===== config.mk =====
export PLATFORM = sky130hd
export DESIGN_NAME = hotplug_global_event_mask
export DESIGN_NICKNAME = d
export VERILOG_FILES = /design/src/design/hpge_pkg.sv /design/src/design/sticky_flag.sv /design/src/design/wb_decode.sv /design/src/design/hotplug_global_event_mask.sv
export SDC_FILE = /design/constraint.sdc
export NUM_CORES = 1
export LEC_CHECK = 0
export BUFFER_PORTS_ARGS = -buffer_cell sky130_fd_sc_hd__buf_4
export CORE_MARGIN = 1.5
export CORE_UTILIZATION = 51
export DETAILED_ROUTE_END_ITERATION = 6
export HOLD_SLACK_MARGIN = 0.03
export PLACE_DENSITY = 0.75
export SLEW_MARGIN = 0
export SYNTH_ARGS = -nofsm -noshare
export SYNTH_HDL_FRONTEND = slang
export SYNTH_SLANG_ARGS = --single-unit

===== constraint.sdc =====
create_clock -name clock -period 3.45 [get_ports clock]
set_clock_uncertainty 0.15 [all_clocks]
set_input_delay 0.1725 -clock clock [delete_from_list [all_inputs] [get_ports clock]]
set_output_delay 0.1725 -clock clock [all_outputs]
set_load 0.01 [all_outputs]

===== src/design/hpge_pkg.sv =====
// package: register map, field positions and reset values of the global event/mask block
`default_nettype none
package hpge_pkg;
  localparam logic [7:0] OFF_GLOBAL_EVENT_MASK_CONTROL = 8'h20;
  localparam logic [7:0] OFF_SLOT_FIRST = 8'h24;
  localparam logic [7:0] OFF_SLOT_LAST = 8'h38;
  localparam logic [7:0] OFF_COMMAND = 8'h14;
  localparam logic [7:0] OFF_COMMAND_STATE = 8'h16;
  localparam logic [7:0] OFF_PENDING = 8'h18;
  localparam logic [7:0] OFF_IRQ_STATUS = 8'h40;
  localparam logic [7:0] OFF_IRQ_CLEAR = 8'h44;
  localparam logic [7:0] OFF_IRQ_ENABLE = 8'h48;
  localparam logic [7:0] OFF_ERR_ENABLE = 8'h4c;
  localparam int BIT_ARB_TIMEOUT = 17;
  localparam int BIT_CMD_DONE = 16;
  localparam int BIT_ARB_ERR_MASK = 3;
  localparam int BIT_CMD_IRQ_MASK = 2;
  localparam int BIT_GLOBAL_ERR_MASK = 1;
  localparam int BIT_GLOBAL_IRQ_MASK = 0;
  localparam logic [3:0] MASK_RESET = 4'hf;
  localparam int SLOT_COUNT = 6;
  localparam int CMD_EXEC_CYCLES = 8;
  localparam logic [31:0] SLOT_STATUS_RESET = 32'h0000_0000;
endpackage
`default_nettype wire


===== src/design/sticky_flag.sv =====
// sticky event bit with write-one-to-clear, set wins over clear
`default_nettype none
module sticky_flag (
  input wire logic clock,
  input wire logic rst_n,
  input wire logic set,
  input wire logic clear,
  output logic flag
);
  always_ff @(posedge clock)
  begin
    if (!rst_n)
      flag <= 1'b0;
    else if (set)
      flag <= 1'b1;
    else if (clear)
      flag <= 1'b0;
  end
endmodule
`default_nettype wire


===== src/design/wb_decode.sv =====
// classic wishbone single-cycle handshake: one ack per request
`default_nettype none
module wb_decode (
  input wire logic clock,
  input wire logic rst_n,
  input wire logic cyc,
  input wire logic stb,
  output logic ack,
  output logic take
);
  assign take = cyc && stb && !ack;
  always_ff @(posedge clock)
  begin
    if (!rst_n)
      ack <= 1'b0;
    else
      ack <= take;
  end
endmodule
`default_nettype wire


===== src/design/hotplug_global_event_mask.sv =====
// global event latches, masks, error message, slot registers and wishbone slave
//
// Register access over Wishbone is this design's own decision.
`default_nettype none
// Summary of operation
// An arbiter timeout sets the bit-17 flag, which resets to zero and clears only on a written one.
// The busy bit falling from one to zero sets the bit-16 flag, which is write-one-to-clear.
// The bit-3 mask, set after reset, blocks arbiter errors but never stops the flag being set.
// With both error masks clear and a reporting enable set, a timeout sends a non-fatal message.
// The bit-2 mask, set after reset, blocks command-done interrupts on system_irq but not the flag or irq_status.
// The bit-1 mask, set after reset, blocks every system error from the controller.
// The bit-0 mask, set after reset, blocks system interrupts and leaves the pending bits alone.
// The wake output ignores the global interrupt mask.
// Six slot registers each hold status in 15:0, event latch in 23:16 and masks in 31:24.
// Slot registers report status, configure slot interrupts, and show events.
// Command-done pending reads one exactly when the flag is set and its mask is clear.
// Arbiter pending reads one exactly when the flag is set and its mask is clear.
// The busy bit rises on a command write and falls when execution finishes, never otherwise.
// The system interrupt is high while command-done pending or an unmasked slot event is set and the global mask is clear.
module hotplug_global_event_mask (
  input wire logic clock,
  input wire logic rst_n,
  input wire logic [7:0] adr_i,
  input wire logic [31:0] dat_i,
  output logic [31:0] dat_o,
  input wire logic [3:0] sel_i,
  input wire logic we_i,
  input wire logic cyc_i,
  input wire logic stb_i,
  output logic ack_o,
  output logic err_o,
  input wire logic arbiter_timeout,
  input wire logic serr_enable,
  input wire logic nonfatal_enable,
  input wire logic wake_event,
  input wire logic [15:0] slot_status_in [hpge_pkg::SLOT_COUNT],
  input wire logic [7:0] slot_event_in [hpge_pkg::SLOT_COUNT],
  output logic err_nonfatal_msg,
  output logic system_irq,
  output logic wake_out,
  output logic irq
);
  import hpge_pkg::*;

  typedef enum logic [0:0] {
    CMD_IDLE = 1'b0,
    CMD_RUN = 1'b1
  } cmd_state_e;

  cmd_state_e cmd_state;
  logic take;
  logic wr;
  logic rd_hit;
  logic controller_busy_flag;
  logic busy_q;
  logic [7:0] exec_count;
  logic [7:0] command_code;
  logic arbiter_timeout_flag;
  logic command_done_flag;
  logic arbiter_error_mask;
  logic command_done_irq_mask;
  logic global_error_mask;
  logic global_irq_mask;
  logic command_done_pending;
  logic arbiter_error_pending;
  logic cmd_done_event;
  logic w1c_main;
  logic [7:0] slot_latch [SLOT_COUNT];
  logic [7:0] slot_mask [SLOT_COUNT];
  logic [15:0] slot_status [SLOT_COUNT];
  logic [2:0] slot_idx;
  logic slot_hit;
  logic [3:0] irq_status;
  logic [3:0] irq_enable;
  logic [3:0] irq_event;
  logic err_enable;
  logic [31:0] next_dat;

  wb_decode u_wb (
    .clock(clock),
    .rst_n(rst_n),
    .cyc(cyc_i),
    .stb(stb_i),
    .ack(ack_o),
    .take(take)
  );

  assign wr = take && we_i;
  assign err_o = 1'b0;
  assign slot_idx = 3'((adr_i - OFF_SLOT_FIRST) >> 2);
  assign slot_hit = (adr_i >= OFF_SLOT_FIRST) && (adr_i <= OFF_SLOT_LAST) && (adr_i[1:0] == 2'b00);
  assign w1c_main = wr && (adr_i == OFF_GLOBAL_EVENT_MASK_CONTROL) && sel_i[2];

  // command engine: a fixed execution time stands in for the slot sequencer
  always_ff @(posedge clock)
  begin
    if (!rst_n)
    begin
      cmd_state <= CMD_IDLE;
      exec_count <= 8'h00;
      command_code <= 8'h00;
    end
    else
    begin
      case (cmd_state)
        CMD_IDLE:
        begin
          // writes while busy are ignored, so only idle accepts a code
          if (wr && adr_i == OFF_COMMAND && sel_i[0])
          begin
            command_code <= dat_i[7:0];
            exec_count <= 8'(CMD_EXEC_CYCLES - 1);
            cmd_state <= CMD_RUN;
          end
        end
        CMD_RUN:
        begin
          if (exec_count == 8'h00)
            cmd_state <= CMD_IDLE;
          else
            exec_count <= exec_count - 8'h01;
        end
        default:
          cmd_state <= CMD_IDLE;
      endcase
    end
  end

  assign controller_busy_flag = (cmd_state == CMD_RUN);

  always_ff @(posedge clock)
  begin
    if (!rst_n)
      busy_q <= 1'b0;
    else
      busy_q <= controller_busy_flag;
  end

  assign cmd_done_event = busy_q && !controller_busy_flag;

  sticky_flag u_arb_flag (
    .clock(clock),
    .rst_n(rst_n),
    .set(arbiter_timeout),
    .clear(w1c_main && dat_i[BIT_ARB_TIMEOUT]),
    .flag(arbiter_timeout_flag)
  );

  sticky_flag u_done_flag (
    .clock(clock),
    .rst_n(rst_n),
    .set(cmd_done_event),
    .clear(w1c_main && dat_i[BIT_CMD_DONE]),
    .flag(command_done_flag)
  );

  always_ff @(posedge clock)
  begin
    if (!rst_n)
    begin
      arbiter_error_mask <= MASK_RESET[BIT_ARB_ERR_MASK];
      command_done_irq_mask <= MASK_RESET[BIT_CMD_IRQ_MASK];
      global_error_mask <= MASK_RESET[BIT_GLOBAL_ERR_MASK];
      global_irq_mask <= MASK_RESET[BIT_GLOBAL_IRQ_MASK];
    end
    else if (wr && adr_i == OFF_GLOBAL_EVENT_MASK_CONTROL && sel_i[0])
    begin
      arbiter_error_mask <= dat_i[BIT_ARB_ERR_MASK];
      command_done_irq_mask <= dat_i[BIT_CMD_IRQ_MASK];
      global_error_mask <= dat_i[BIT_GLOBAL_ERR_MASK];
      global_irq_mask <= dat_i[BIT_GLOBAL_IRQ_MASK];
    end
  end

  assign command_done_pending = command_done_flag && !command_done_irq_mask;
  assign arbiter_error_pending = arbiter_timeout_flag && !arbiter_error_mask;

  // one message per cycle the timeout input is high, not per cycle the flag stays set
  always_ff @(posedge clock)
  begin
    if (!rst_n)
      err_nonfatal_msg <= 1'b0;
    else
      err_nonfatal_msg <= arbiter_timeout && !arbiter_error_mask && !global_error_mask
        && (serr_enable || nonfatal_enable);
  end

  always_ff @(posedge clock)
  begin
    if (!rst_n)
      system_irq <= 1'b0;
    else
      system_irq <= !global_irq_mask && (command_done_pending || slot_irq_any());
  end

  always_ff @(posedge clock)
  begin
    if (!rst_n)
      wake_out <= 1'b0;
    else
      wake_out <= wake_event;
  end

  function automatic logic slot_irq_any();
    logic any;
    any = 1'b0;
    for (int i = 0; i < SLOT_COUNT; i++)
      any = any || ((slot_latch[i] & ~slot_mask[i]) != 8'h00);
    return any;
  endfunction

  // slot registers: status sampled, latches write-one-to-clear, masks writable
  for (genvar s = 0; s < SLOT_COUNT; s++)
  begin : g_slot
    always_ff @(posedge clock)
    begin
      if (!rst_n)
      begin
        slot_status[s] <= SLOT_STATUS_RESET[15:0];
        slot_latch[s] <= 8'h00;
        slot_mask[s] <= 8'hff;
      end
      else
      begin
        slot_status[s] <= slot_status_in[s];
        if (wr && slot_hit && slot_idx == 3'(s))
        begin
          slot_latch[s] <= (slot_latch[s] & ~(sel_i[2] ? dat_i[23:16] : 8'h00))
            | slot_event_in[s];
          if (sel_i[3])
            slot_mask[s] <= dat_i[31:24];
        end
        else
          slot_latch[s] <= slot_latch[s] | slot_event_in[s];
      end
    end
  end

  // generic interrupt block: status sticky, clear by write-one, level output
  assign irq_event = {wake_event, |err_nonfatal_msg, cmd_done_event, arbiter_timeout};

  always_ff @(posedge clock)
  begin
    if (!rst_n)
    begin
      irq_status <= 4'h0;
      irq_enable <= 4'h0;
      err_enable <= 1'b0;
    end
    else
    begin
      irq_status <= irq_event | (irq_status &
        ~((wr && adr_i == OFF_IRQ_CLEAR && sel_i[0]) ? dat_i[3:0] : 4'h0));
      if (wr && adr_i == OFF_IRQ_ENABLE && sel_i[0])
        irq_enable <= dat_i[3:0];
      if (wr && adr_i == OFF_ERR_ENABLE && sel_i[0])
        err_enable <= dat_i[0];
    end
  end

  assign irq = |(irq_status & irq_enable);

  always_comb
  begin
    next_dat = 32'h0000_0000;
    if (slot_hit && slot_idx < 3'(SLOT_COUNT))
      next_dat = {slot_mask[slot_idx], slot_latch[slot_idx], slot_status[slot_idx]};
    else
    begin
      case (adr_i)
        OFF_GLOBAL_EVENT_MASK_CONTROL:
          next_dat = {14'h0000, arbiter_timeout_flag, command_done_flag, 12'h000,
            arbiter_error_mask, command_done_irq_mask, global_error_mask, global_irq_mask};
        OFF_COMMAND:
          next_dat = {15'h0, controller_busy_flag, 8'h00, command_code};
        OFF_PENDING:
          next_dat = {30'h0000_0000, arbiter_error_pending, command_done_pending};
        OFF_IRQ_STATUS:
          next_dat = {28'h000_0000, irq_status};
        OFF_IRQ_ENABLE:
          next_dat = {28'h000_0000, irq_enable};
        OFF_ERR_ENABLE:
          next_dat = {31'h0000_0000, err_enable};
        default:
          next_dat = 32'h0000_0000;
      endcase
    end
  end

  always_ff @(posedge clock)
  begin
    if (!rst_n)
      dat_o <= 32'h0000_0000;
    else if (take && !we_i)
      dat_o <= next_dat;
  end

  a_arb_flag_set: assert property (@(posedge clock) disable iff (!rst_n)
    arbiter_timeout |=> arbiter_timeout_flag) else $error("arbiter flag not set");
  a_done_flag_set: assert property (@(posedge clock) disable iff (!rst_n)
    $fell(controller_busy_flag) |-> ##1 command_done_flag) else $error("done flag missing");
  a_arb_mask_err: assert property (@(posedge clock) disable iff (!rst_n)
    arbiter_error_mask |=> !err_nonfatal_msg) else $error("masked error sent");
  a_nonfatal_sent: assert property (@(posedge clock) disable iff (!rst_n)
    (arbiter_timeout && !arbiter_error_mask && !global_error_mask && serr_enable)
    |=> err_nonfatal_msg) else $error("nonfatal message missing");
  a_global_err: assert property (@(posedge clock) disable iff (!rst_n)
    global_error_mask |=> !err_nonfatal_msg) else $error("global mask ignored");
  a_irq_masked: assert property (@(posedge clock) disable iff (!rst_n)
    global_irq_mask |=> !system_irq) else $error("irq despite mask");
  a_irq_raise: assert property (@(posedge clock) disable iff (!rst_n)
    (command_done_pending && !global_irq_mask) |=> system_irq) else $error("irq not raised");
  a_pending_eq: assert property (@(posedge clock) disable iff (!rst_n)
    command_done_pending == (command_done_flag && !command_done_irq_mask))
    else $error("pending mismatch");
  a_busy_cause: assert property (@(posedge clock) disable iff (!rst_n)
    $rose(controller_busy_flag) |-> $past(wr) && $past(adr_i) == OFF_COMMAND)
    else $error("busy without command");
  a_busy_len: assert property (@(posedge clock) disable iff (!rst_n)
    $rose(controller_busy_flag) |-> controller_busy_flag [*8] ##1 !controller_busy_flag)
    else $error("busy length wrong");
endmodule
`default_nettype wire


==> results of run 1 <==
worst reg2reg max path: cells and delay by family, from the launching register on:
family | cells | cell delay, ps
AO/OA/AOI/OAI | 2 | 350
flip-flops | 1 | 330
AND/OR/NAND/NOR | 3 | 1580
cell usage in the layout, fill, tap and decap left out, drive strengths merged, types with 20 or more instances in the layout:
cell type    Yosys  final
o21ai           76     76
conb             2     49
a21oi           74     74
mux2            33     33
buf              9    248
nand2b          44     44
inv             58     58
dlygate4sd3      0    181
nor2            91     91
a22oi           29     29
and2            99     99
dfxtp          165    165
nand2           69     69
nand3           20     20
mux4            32     32
edfxtp          96     96
clkbuf          50     34
kinds of logic after synthesis:
| kind of cell | share of synthesized area |
|---|---|
| AND/OR/NAND/NOR | 0.180 |
| flip-flops | 0.537 |
| AO/OA/AOI/OAI | 0.126 |
| multiplexers | 0.107 |
| adder cells (fa/ha/maj) | 0.00869 |
| XOR/XNOR | 0.000760 |
| buffers and inverters | 0.0400 |
| other | 0.000652 |
power by group through the flow:
stage / Clock [µW] / Combinational, µW / Sequential (µW)
4_1_cts: 2850 / 853 / 3370
2_1_floorplan: 0 / 383 / 3410
6_report: 2830 / 880 / 3380
5_1_grt: 2990 / 946 / 3390
3_3_place_gp: 0 / 670 / 3430
3_5_place_dp: 0 / 682 / 3440
layer usage:
layer	track usage	routed length, µm	vias to the layer above
met2	0.535	18000	542
met3	0.0567	3460	99
met1	0.386	14100	4916
met4	0.119	1320	0
li1	-	-	4755
met5	0	0	-
layout make-up:
| cell class | count | area [µm²] |
|---|---|---|
| sequential | 261 | 6190 |
| fill | 1405 | 5620 |
| multi-input combinational | 764 | 5060 |
| timing repair buffer | 429 | 3700 |
| clock buffer | 34 | 733 |
| tap | 280 | 350 |
| inverter | 60 | 225 |
| clock inverter | 18 | 146 |
| antenna | 3 | 7.51 |
metrics by stage:
stage / std cells / area (µm²) / hold WS, ps / setup slack (ps)
final: 1849 / 16400 / 35.4 / 394
after global routing: 1849 / 16400 / 60.1 / 196
after CTS: 1846 / 16400 / 33.5 / 428
after detailed placement: 1613 / 13700 / 233 / 509
after global placement: 1613 / 13700 / 231 / 559
after floorplan: 1144 / 11700 / 121 / 239
sequential cells by signal (all words and copies together) (netlist names), 4 cells and up:
register,flops
command_code,8
exec_count,8
slot_latch,48
slot_mask,48
slot_status,96
dat_o,32
irq_enable,4
irq_status,4
worst max path at each step:
stage	startpoint	to	cells past startpoint	slack, ps
2_1_floorplan	adr_i[2]	slot_mask[5][0]	10	240
3_3_place_gp	adr_i[2]	dat_o[3]	10	560
3_5_place_dp	adr_i[2]	slot_mask[4][3]	10	510
4_1_cts	adr_i[4]	dat_o[3]	9	430
5_1_grt	adr_i[4]	dat_o[2]	9	200
6_report	adr_i[4]	dat_o[2]	9	390
what timing repair did:
action                                 CTS  global route
setup buffers                            0             0
setup endpoints to repair                0             0
hold buffers                           181             0
endpoints found under the hold margin  228             0
==> out/qor.yml, run 1 <==
overflow: 0
timing.fmax_ghz: 0.327
fin_crit_sh: 0.886
p_leak_uw: 0.00670
synth_cells: 1097
cts_tree: "yes"
cp_slowest_cell: "dlygate4sd3_1"
status: "complete, no violations"
h-tree-depth: 1
p_sw_uw: 1700
critPathTopFamily: "buffers and inverters"
r2r_start: "u_wb.ack"
die_w_um: 153
ios: 235
powerDensity_mw_per_mm2: 432
dr.first_iter.drc_count: 919
synth_common_cells: "165 x dfxtp_1, 99 x and2_1, 96 x edfxtp_1"
rows: 54
reg2reg_to: "exec_count[0]"
synth_edf_count: 96
ys_ff_latch: 261
final-max-slew-violation-count: 0
synthArstFlopShare: 0
hpwl_mm: 23.9
tns_ps: 0
final_nets: 1749
hold_viol_final: 0
cts_buffers: 28
crit_path_max_incr_delay_ps: 620
min_to: "slot_latch[5][2]"
syn_area_mm2: 0.0115
fin_crit_ps: 3060
ir_drop_mv: 0.401
min_path_type: "in2reg"
vias: 10300
route.final.wire_length_mm: 36.9
clk_latency_ps: 550
cts.path.max_buffers: 3
drt_pass1_iterations: 5
synth_area_per_cell_um2: 10.5
ff2ff_path_depth: 5
post_cts_resized: 0
post_synth_num_cell_types: 61
cp-start-kind: "primary input"
grt_start_max_net_pins: 92
grt_use_total: 0.310
avgViaCountPerCell: 5.58
cpMostUsedCell: "dlygate4sd3_1"
synth.top_cells.by_area: "dfxtp_1 29%, edfxtp_1 25%, mux4_2 6.3%, and2_1 5.4%, o21ai_0 3.3%"
p_seq_frac: 0.477
wire_per_inst_um: 19.9
synth_top_flop_cell: "dfxtp_1"
io_buffers: 224
synth_top_area_frac: 0.287
floorplan.die_area_mm2: 0.0235
combPwrFrac: 0.124
crit_type: "in2reg"
cp_max_fo: 10
drc_errors: 0
grt_pass1_wl_mm: 56.4
drtAntennaViolNets: 0
crit_path_end_kind: "register"
crit_arrival_ps: 3380
clock-sinks: 261
yosysMostFrequentCell: "dfxtp_1"
tightest_slew_ps: 1060
min_path_cells: 4
ys_seq_area_frac: 0.537
required_ps: 3780
first_global_vias: 10400
relSlewSlack: 0.291
switching_share: 0.239
antenna_found_initial: 3
yosysTopAreaCell: "dfxtp_1"
layout-drive-gt1-share: 0.241
reg2reg_slack_ps: 960
place_congestion: 0.952
area_growth_pct: 42.4
start_util: 0.523
clkTransAtPathRegs_ps: 60
crit_chain: "dlygate4sd3_1 > buf_4 > ha_1 > clkinv_1 > o21ai_0 > nor2_1 > nor3_1 > dlygate4sd3_1 > o2bb2ai_1"
min_from: "dat_i[18]"
power_uw: 7100
power_frac_clock: 0.399
drv_cap: 0
power.internal_uw: 5400
critPathBufInv: 4
core-area_mm2: 0.0220
yosysWarnings: 0
rsz0062_at_grt: "false"
cts_root_buf: "clkbuf_16"
die_y_um: 153
setup_violations: 0
postLayoutCoreUtil: 0.745
Power figures use the tool's default switching activity.
==> inputs of run 2 (changes only) <==
--- a/config.mk
+++ b/config.mk
@@ -6,11 +6,13 @@
 export NUM_CORES = 1
 export LEC_CHECK = 0
 export BUFFER_PORTS_ARGS = -buffer_cell sky130_fd_sc_hd__buf_4
+export CELL_PAD_IN_SITES_DETAIL_PLACEMENT = 0
+export CELL_PAD_IN_SITES_GLOBAL_PLACEMENT = 1
 export CORE_MARGIN = 1.5
-export CORE_UTILIZATION = 51
+export CORE_UTILIZATION = 43
 export DETAILED_ROUTE_END_ITERATION = 6
 export HOLD_SLACK_MARGIN = 0.03
-export PLACE_DENSITY = 0.75
+export PLACE_DENSITY_LB_ADDON = 0.1
 export SLEW_MARGIN = 0
 export SYNTH_ARGS = -nofsm -noshare
 export SYNTH_HDL_FRONTEND = slang
==> run 2 against run 1 <==
Net effect:
- the run now ends with DRC left
- first-iteration DRC count fell by 15%
- critical path depth did not move
- fmax rose by 2.5%
- core utilization fell by 11 points
- die area rose by 18%
- via count fell by 3.9%
- global-route usage fell by 5.5 points
- final cell count rose by 2.7%
- cell area rose by 0.76%
- highest routed layer unchanged
- clock power rose by 7.1%
==> out/qor.yml, run 2 (synthesized netlist as in run 1, its figures left out) <==
crit_path_max_incr_delay_ps: 630
first_global_vias: 9902
floorplan.die_area_mm2: 0.0278
drtAntennaViolNets: 0
cts_tree: "yes"
fillCellCount: 2093
tns_ps: 0
diodes: 0
most-common-layout-cells: "247 x buf_4, 177 x dlygate4sd3_1, 165 x dfxtp_1"
rsz0062_at_grt: "false"
tightest_slew_ps: 804
antenna_found_initial: 0
area_growth_pct: 43.5
postLayoutCoreUtil: 0.631
h-tree-depth: 1
wire_per_inst_um: 18.7
crit_type: "in2reg"
regMostFlops: "slot_status"
power_uw: 7280
post_cts_resized: 0
holdWs_ps: 32.5
p_leak_uw: 0.00674
final_nets: 1747
final_cells: 1899
grt_use_total: 0.255
fin_crit_sh: 0.864
required_ps: 3710
drt_pass1_iterations: 7
drc_errors: 14
powerDensity_mw_per_mm2: 440
grt_pass1_wl_mm: 55.1
crit_arrival_ps: 3250
reg.largest.list: "slot_status (96), slot_latch (48), slot_mask (48)"
ir_drop_mv: 0.323
hpwl_mm: 24.8
core-area_mm2: 0.0262
largest_register_ff_count: 96
drv_cap: 0
start_util: 0.440
clk_latency_ps: 550
critPathBufInv: 4
cp_slowest_cell: "o21ai_0"
crit_path_end_kind: "register"
die_w_um: 167
clkTransAtPathRegs_ps: 70
hold_viol_final: 0
rows: 59
avgViaCountPerCell: 5.22
place_congestion: 0.879
cp_max_fo: 14
cp-start-kind: "primary input"
vias: 9912
critPathTopFamily: "buffers and inverters"
cpMostUsedCell: "buf_4"
cts_setup_buffers: 0
route.final.wire_length_mm: 35.6
violations: "DRC"
crit_chain: "dlygate4sd3_1 > buf_4 > ha_1 > buf_4 > clkinv_1 > o21ai_0 > nor2_1 > a2111oi_0 > nor4_1"
dp.cells: 1670
setup_violations: 0
cts_root_buf: "clkbuf_16"
final_common_cell: "buf_4"
status: "complete, but fails checks"
overflow: 0
ios: 235
clock-sinks: 261
fin_crit_ps: 2980
cts_buffers: 28
io_buffers: 224
min_path_type: "in2reg"
cts.path.max_buffers: 3
layout-drive-gt1-share: 0.246
timing.fmax_ghz: 0.335
grt_start_max_net_pins: 114
dr.first_iter.drc_count: 780
relSlewSlack: 0.464
final-max-slew-violation-count: 0
die_y_um: 167
==> run 2: cell count changes in the layout (fill, tap and decap cells not counted), sizes merged <==
cell | before | now
clkbuf | 34 | 41
dlygate4sd3 | 181 | 177
buf | 248 | 250
diode | 3 | 0
clkinvlp | 4 | 1
clkinv | 15 | 11
==> run 2: routing by layer <==
metal | track usage | part of all wire
met5 | 0 | 0
met4 | 0.0617 | 0.018
met3 | 0.0463 | 0.078
met2 | 0.421 | 0.47
met1 | 0.348 | 0.44
==> run 2: worst reg2reg max path, cell delays in order, from the launching register on <==
cell     delay, ps
dfxtp_1        310
and4b_1        400
nand2_1        270
nor3_1         210
buf_4          180
and2_1         560
a21oi_1        150
==> run 2: where the power goes <==
| part | internal [µW] | switching [µW] | leakage [µW] |
|---|---|---|---|
| registers | 3310 | 68.6 | 0.00220 |
| logic | 489 | 376 | 0.00407 |
| clock network | 1800 | 1230 | 0.000471 |
==> run 2: what timing repair did <==
item	in CTS	in global routing
endpoints found under the hold margin	227	0
setup endpoints to repair	0	0
hold buffers	177	0
==> run 2: worst paths after layout <==
kind	slack (ps)	depth (start not counted)	start	end
worst min register to register	300	2	command_code[6]	command_code[6]
worst max register to register	950	6	u_wb.ack	slot_latch[2][7]
worst min-delay path	30	4	dat_i[18]	slot_latch[2][2]
worst max-delay path	470	9	adr_i[4]	dat_o[0]
==> run 2: final cells by class <==
type                            instances  area, µm²  area share
Multi-Input combinational cell        764       5060       0.306
Clock buffer                           41        853      0.0516
Inverter                               60        225      0.0136
Tap cell                              335        419      0.0254
Timing Repair Buffer                  427       3690       0.223
Sequential cell                       261       6190       0.374
Clock inverter                         11        101     0.00613
==> run 2: through the flow <==
step	worst slack (ps)	instance area (µm²)
floorplan	239	11700
global placement	333	13800
detailed placement	223	13800
CTS	521	16500
global route	298	16500
finish	468	16500
==> inputs of run 3 (changes only) <==
--- a/config.mk
+++ b/config.mk
@@ -12,7 +12,7 @@
 export CORE_UTILIZATION = 43
 export DETAILED_ROUTE_END_ITERATION = 6
 export HOLD_SLACK_MARGIN = 0.03
-export PLACE_DENSITY_LB_ADDON = 0.1
+export PLACE_DENSITY = 0.78
 export SLEW_MARGIN = 0
 export SYNTH_ARGS = -nofsm -noshare
 export SYNTH_HDL_FRONTEND = slang
==> run 3 against run 2 <==
Net effect:
- global-route usage increased by 0.62 points
- fmax decreased by 4.6%
- cell area down 0.30%
- critical path depth unchanged
- clock power is essentially flat
- worst setup slack lost 140 ps
- core utilization is 0.19 points lower
- register-to-register slack better by 30 ps
- sequential cell count did not move
- largest cell class unchanged
- the run still ends with DRC left
- non-clock buffer count fell by 2
- highest routed layer unchanged
- combinational power about the same
==> out/qor.yml, run 3 (synthesized netlist as in run 1, its figures left out) <==
min_path_type: "in2reg"
grt_pass1_wl_mm: 56.2
fin_crit_ps: 3130
final_area_mm2: 0.0165
area_growth_pct: 43.0
finalWorstSetupSlack_ps: 324
p_leak_uw: 0.00673
crit_path_end_kind: "register"
powerDensity_mw_per_mm2: 443
postLayoutCoreUtil: 0.629
layout-drive-gt1-share: 0.247
post_cts_resized: 0
timing.fmax_ghz: 0.320
dr.first_iter.drc_count: 894
cts_tree: "yes"
start_util: 0.440
die_w_um: 167
floorplan.die_area_mm2: 0.0278
cp-start-kind: "primary input"
crit_arrival_ps: 3450
h-tree-depth: 1
status: "complete, but fails checks"
place_area_mm2: 0.0137
vias: 9999
largest_register_ff_count: 96
final-max-slew-violation-count: 0
grt_use_total: 0.261
final_nets: 1745
hold_viol_final: 0
die_y_um: 167
drt_pass1_iterations: 7
regMostFlops: "slot_status"
place_congestion: 0.915
rsz0062_at_grt: "false"
route.final.wire_length_mm: 36.6
wire_per_inst_um: 19.3
avgViaCountPerCell: 5.27
required_ps: 3780
relSlewSlack: 0.416
antenna_found_initial: 1
fin_crit_sh: 0.906
drtAntennaViolNets: 0
cts.path.max_buffers: 3
clkTransAtPathRegs_ps: 60
first_global_vias: 10100
drc_errors: 12
cts_root_buf: "clkbuf_16"
hpwl_mm: 24.6
clock-sinks: 261
crit_type: "in2reg"
setup_violations: 0
final_common_cell: "buf_4"
dp_slack_ps: 256
tightest_slew_ps: 876
most-common-layout-cells: "247 x buf_4, 178 x dlygate4sd3_1, 165 x dfxtp_1"
grt_start_max_net_pins: 108
io_buffers: 224
cp_max_fo: 12
core-area_mm2: 0.0262
reg.largest.list: "slot_status (96), slot_latch (48), slot_mask (48)"
holdWs_ps: 48.2
cts_buffers: 28
clk_latency_ps: 560
violations: "DRC"
ir_drop_mv: 0.434
overflow: 0
tns_ps: 0
ios: 235
rows: 59
cts_setup_buffers: 0
drv_cap: 0
ctsHoldBuffers: 178
[run 3: changes by cell type in the layout (fill, tap and decap cells not counted), moves of 2 or more]
cell       previous run  this run
clkinv_1              3         5
clkbuf_1              6         0
buf_12                3         0
clkbuf_16            31        29
clkinv_2              6         9
[run 3: critical path, stage by stage]
cell and delay, ps:
dlygate4sd3_1 580, buf_4 190, ha_1 310, clkinv_1 350, o21ai_0 550, nor2_1 240
nor3_1 280, dlygate4sd3_1 650, o2bb2ai_1 130
[run 3: final cells by class]
| type | instances | area (µm²) |
|---|---|---|
| inverter | 60 | 225 |
| clock inverter | 18 | 166 |
| antenna | 1 | 2.50 |
| sequential | 261 | 6190 |
| tap | 335 | 419 |
| multi-input combinational | 764 | 5060 |
| timing repair buffer | 425 | 3640 |
| clock buffer | 34 | 786 |
| fill | 2086 | 9720 |
[run 3: through the flow]
stage	instances	power, µW
after floorplan	1144	3790
after global placement	1667	4120
after detailed placement	1667	4130
after CTS	1897	7320
after global routing	1898	7540
final	1898	7300
[run 3: worst paths after layout]
path | startpoint | end | slack [ps] | cells past startpoint
worst min register to register | command_code[0] | command_code[0] | 300 | 2
worst max register to register | u_wb.ack | slot_mask[0][6] | 980 | 6
worst min-delay path | dat_i[20] | slot_latch[1][4] | 50 | 4
worst max-delay path | adr_i[4] | dat_o[1] | 320 | 9
[run 3: report_power, final]
part,switching (µW),internal [µW]
logic,382,480
registers,67.7,3310
clock network,1280,1780
total,1730,5570
[run 3: metal layers]
metal  up-vias  wire [µm]  track usage
met4         0       1000       0.0759
met1      4783      15200        0.346
met5         -          0            0
met2       397      17300        0.440
met3        65       3010       0.0452
li1       4754          -            -
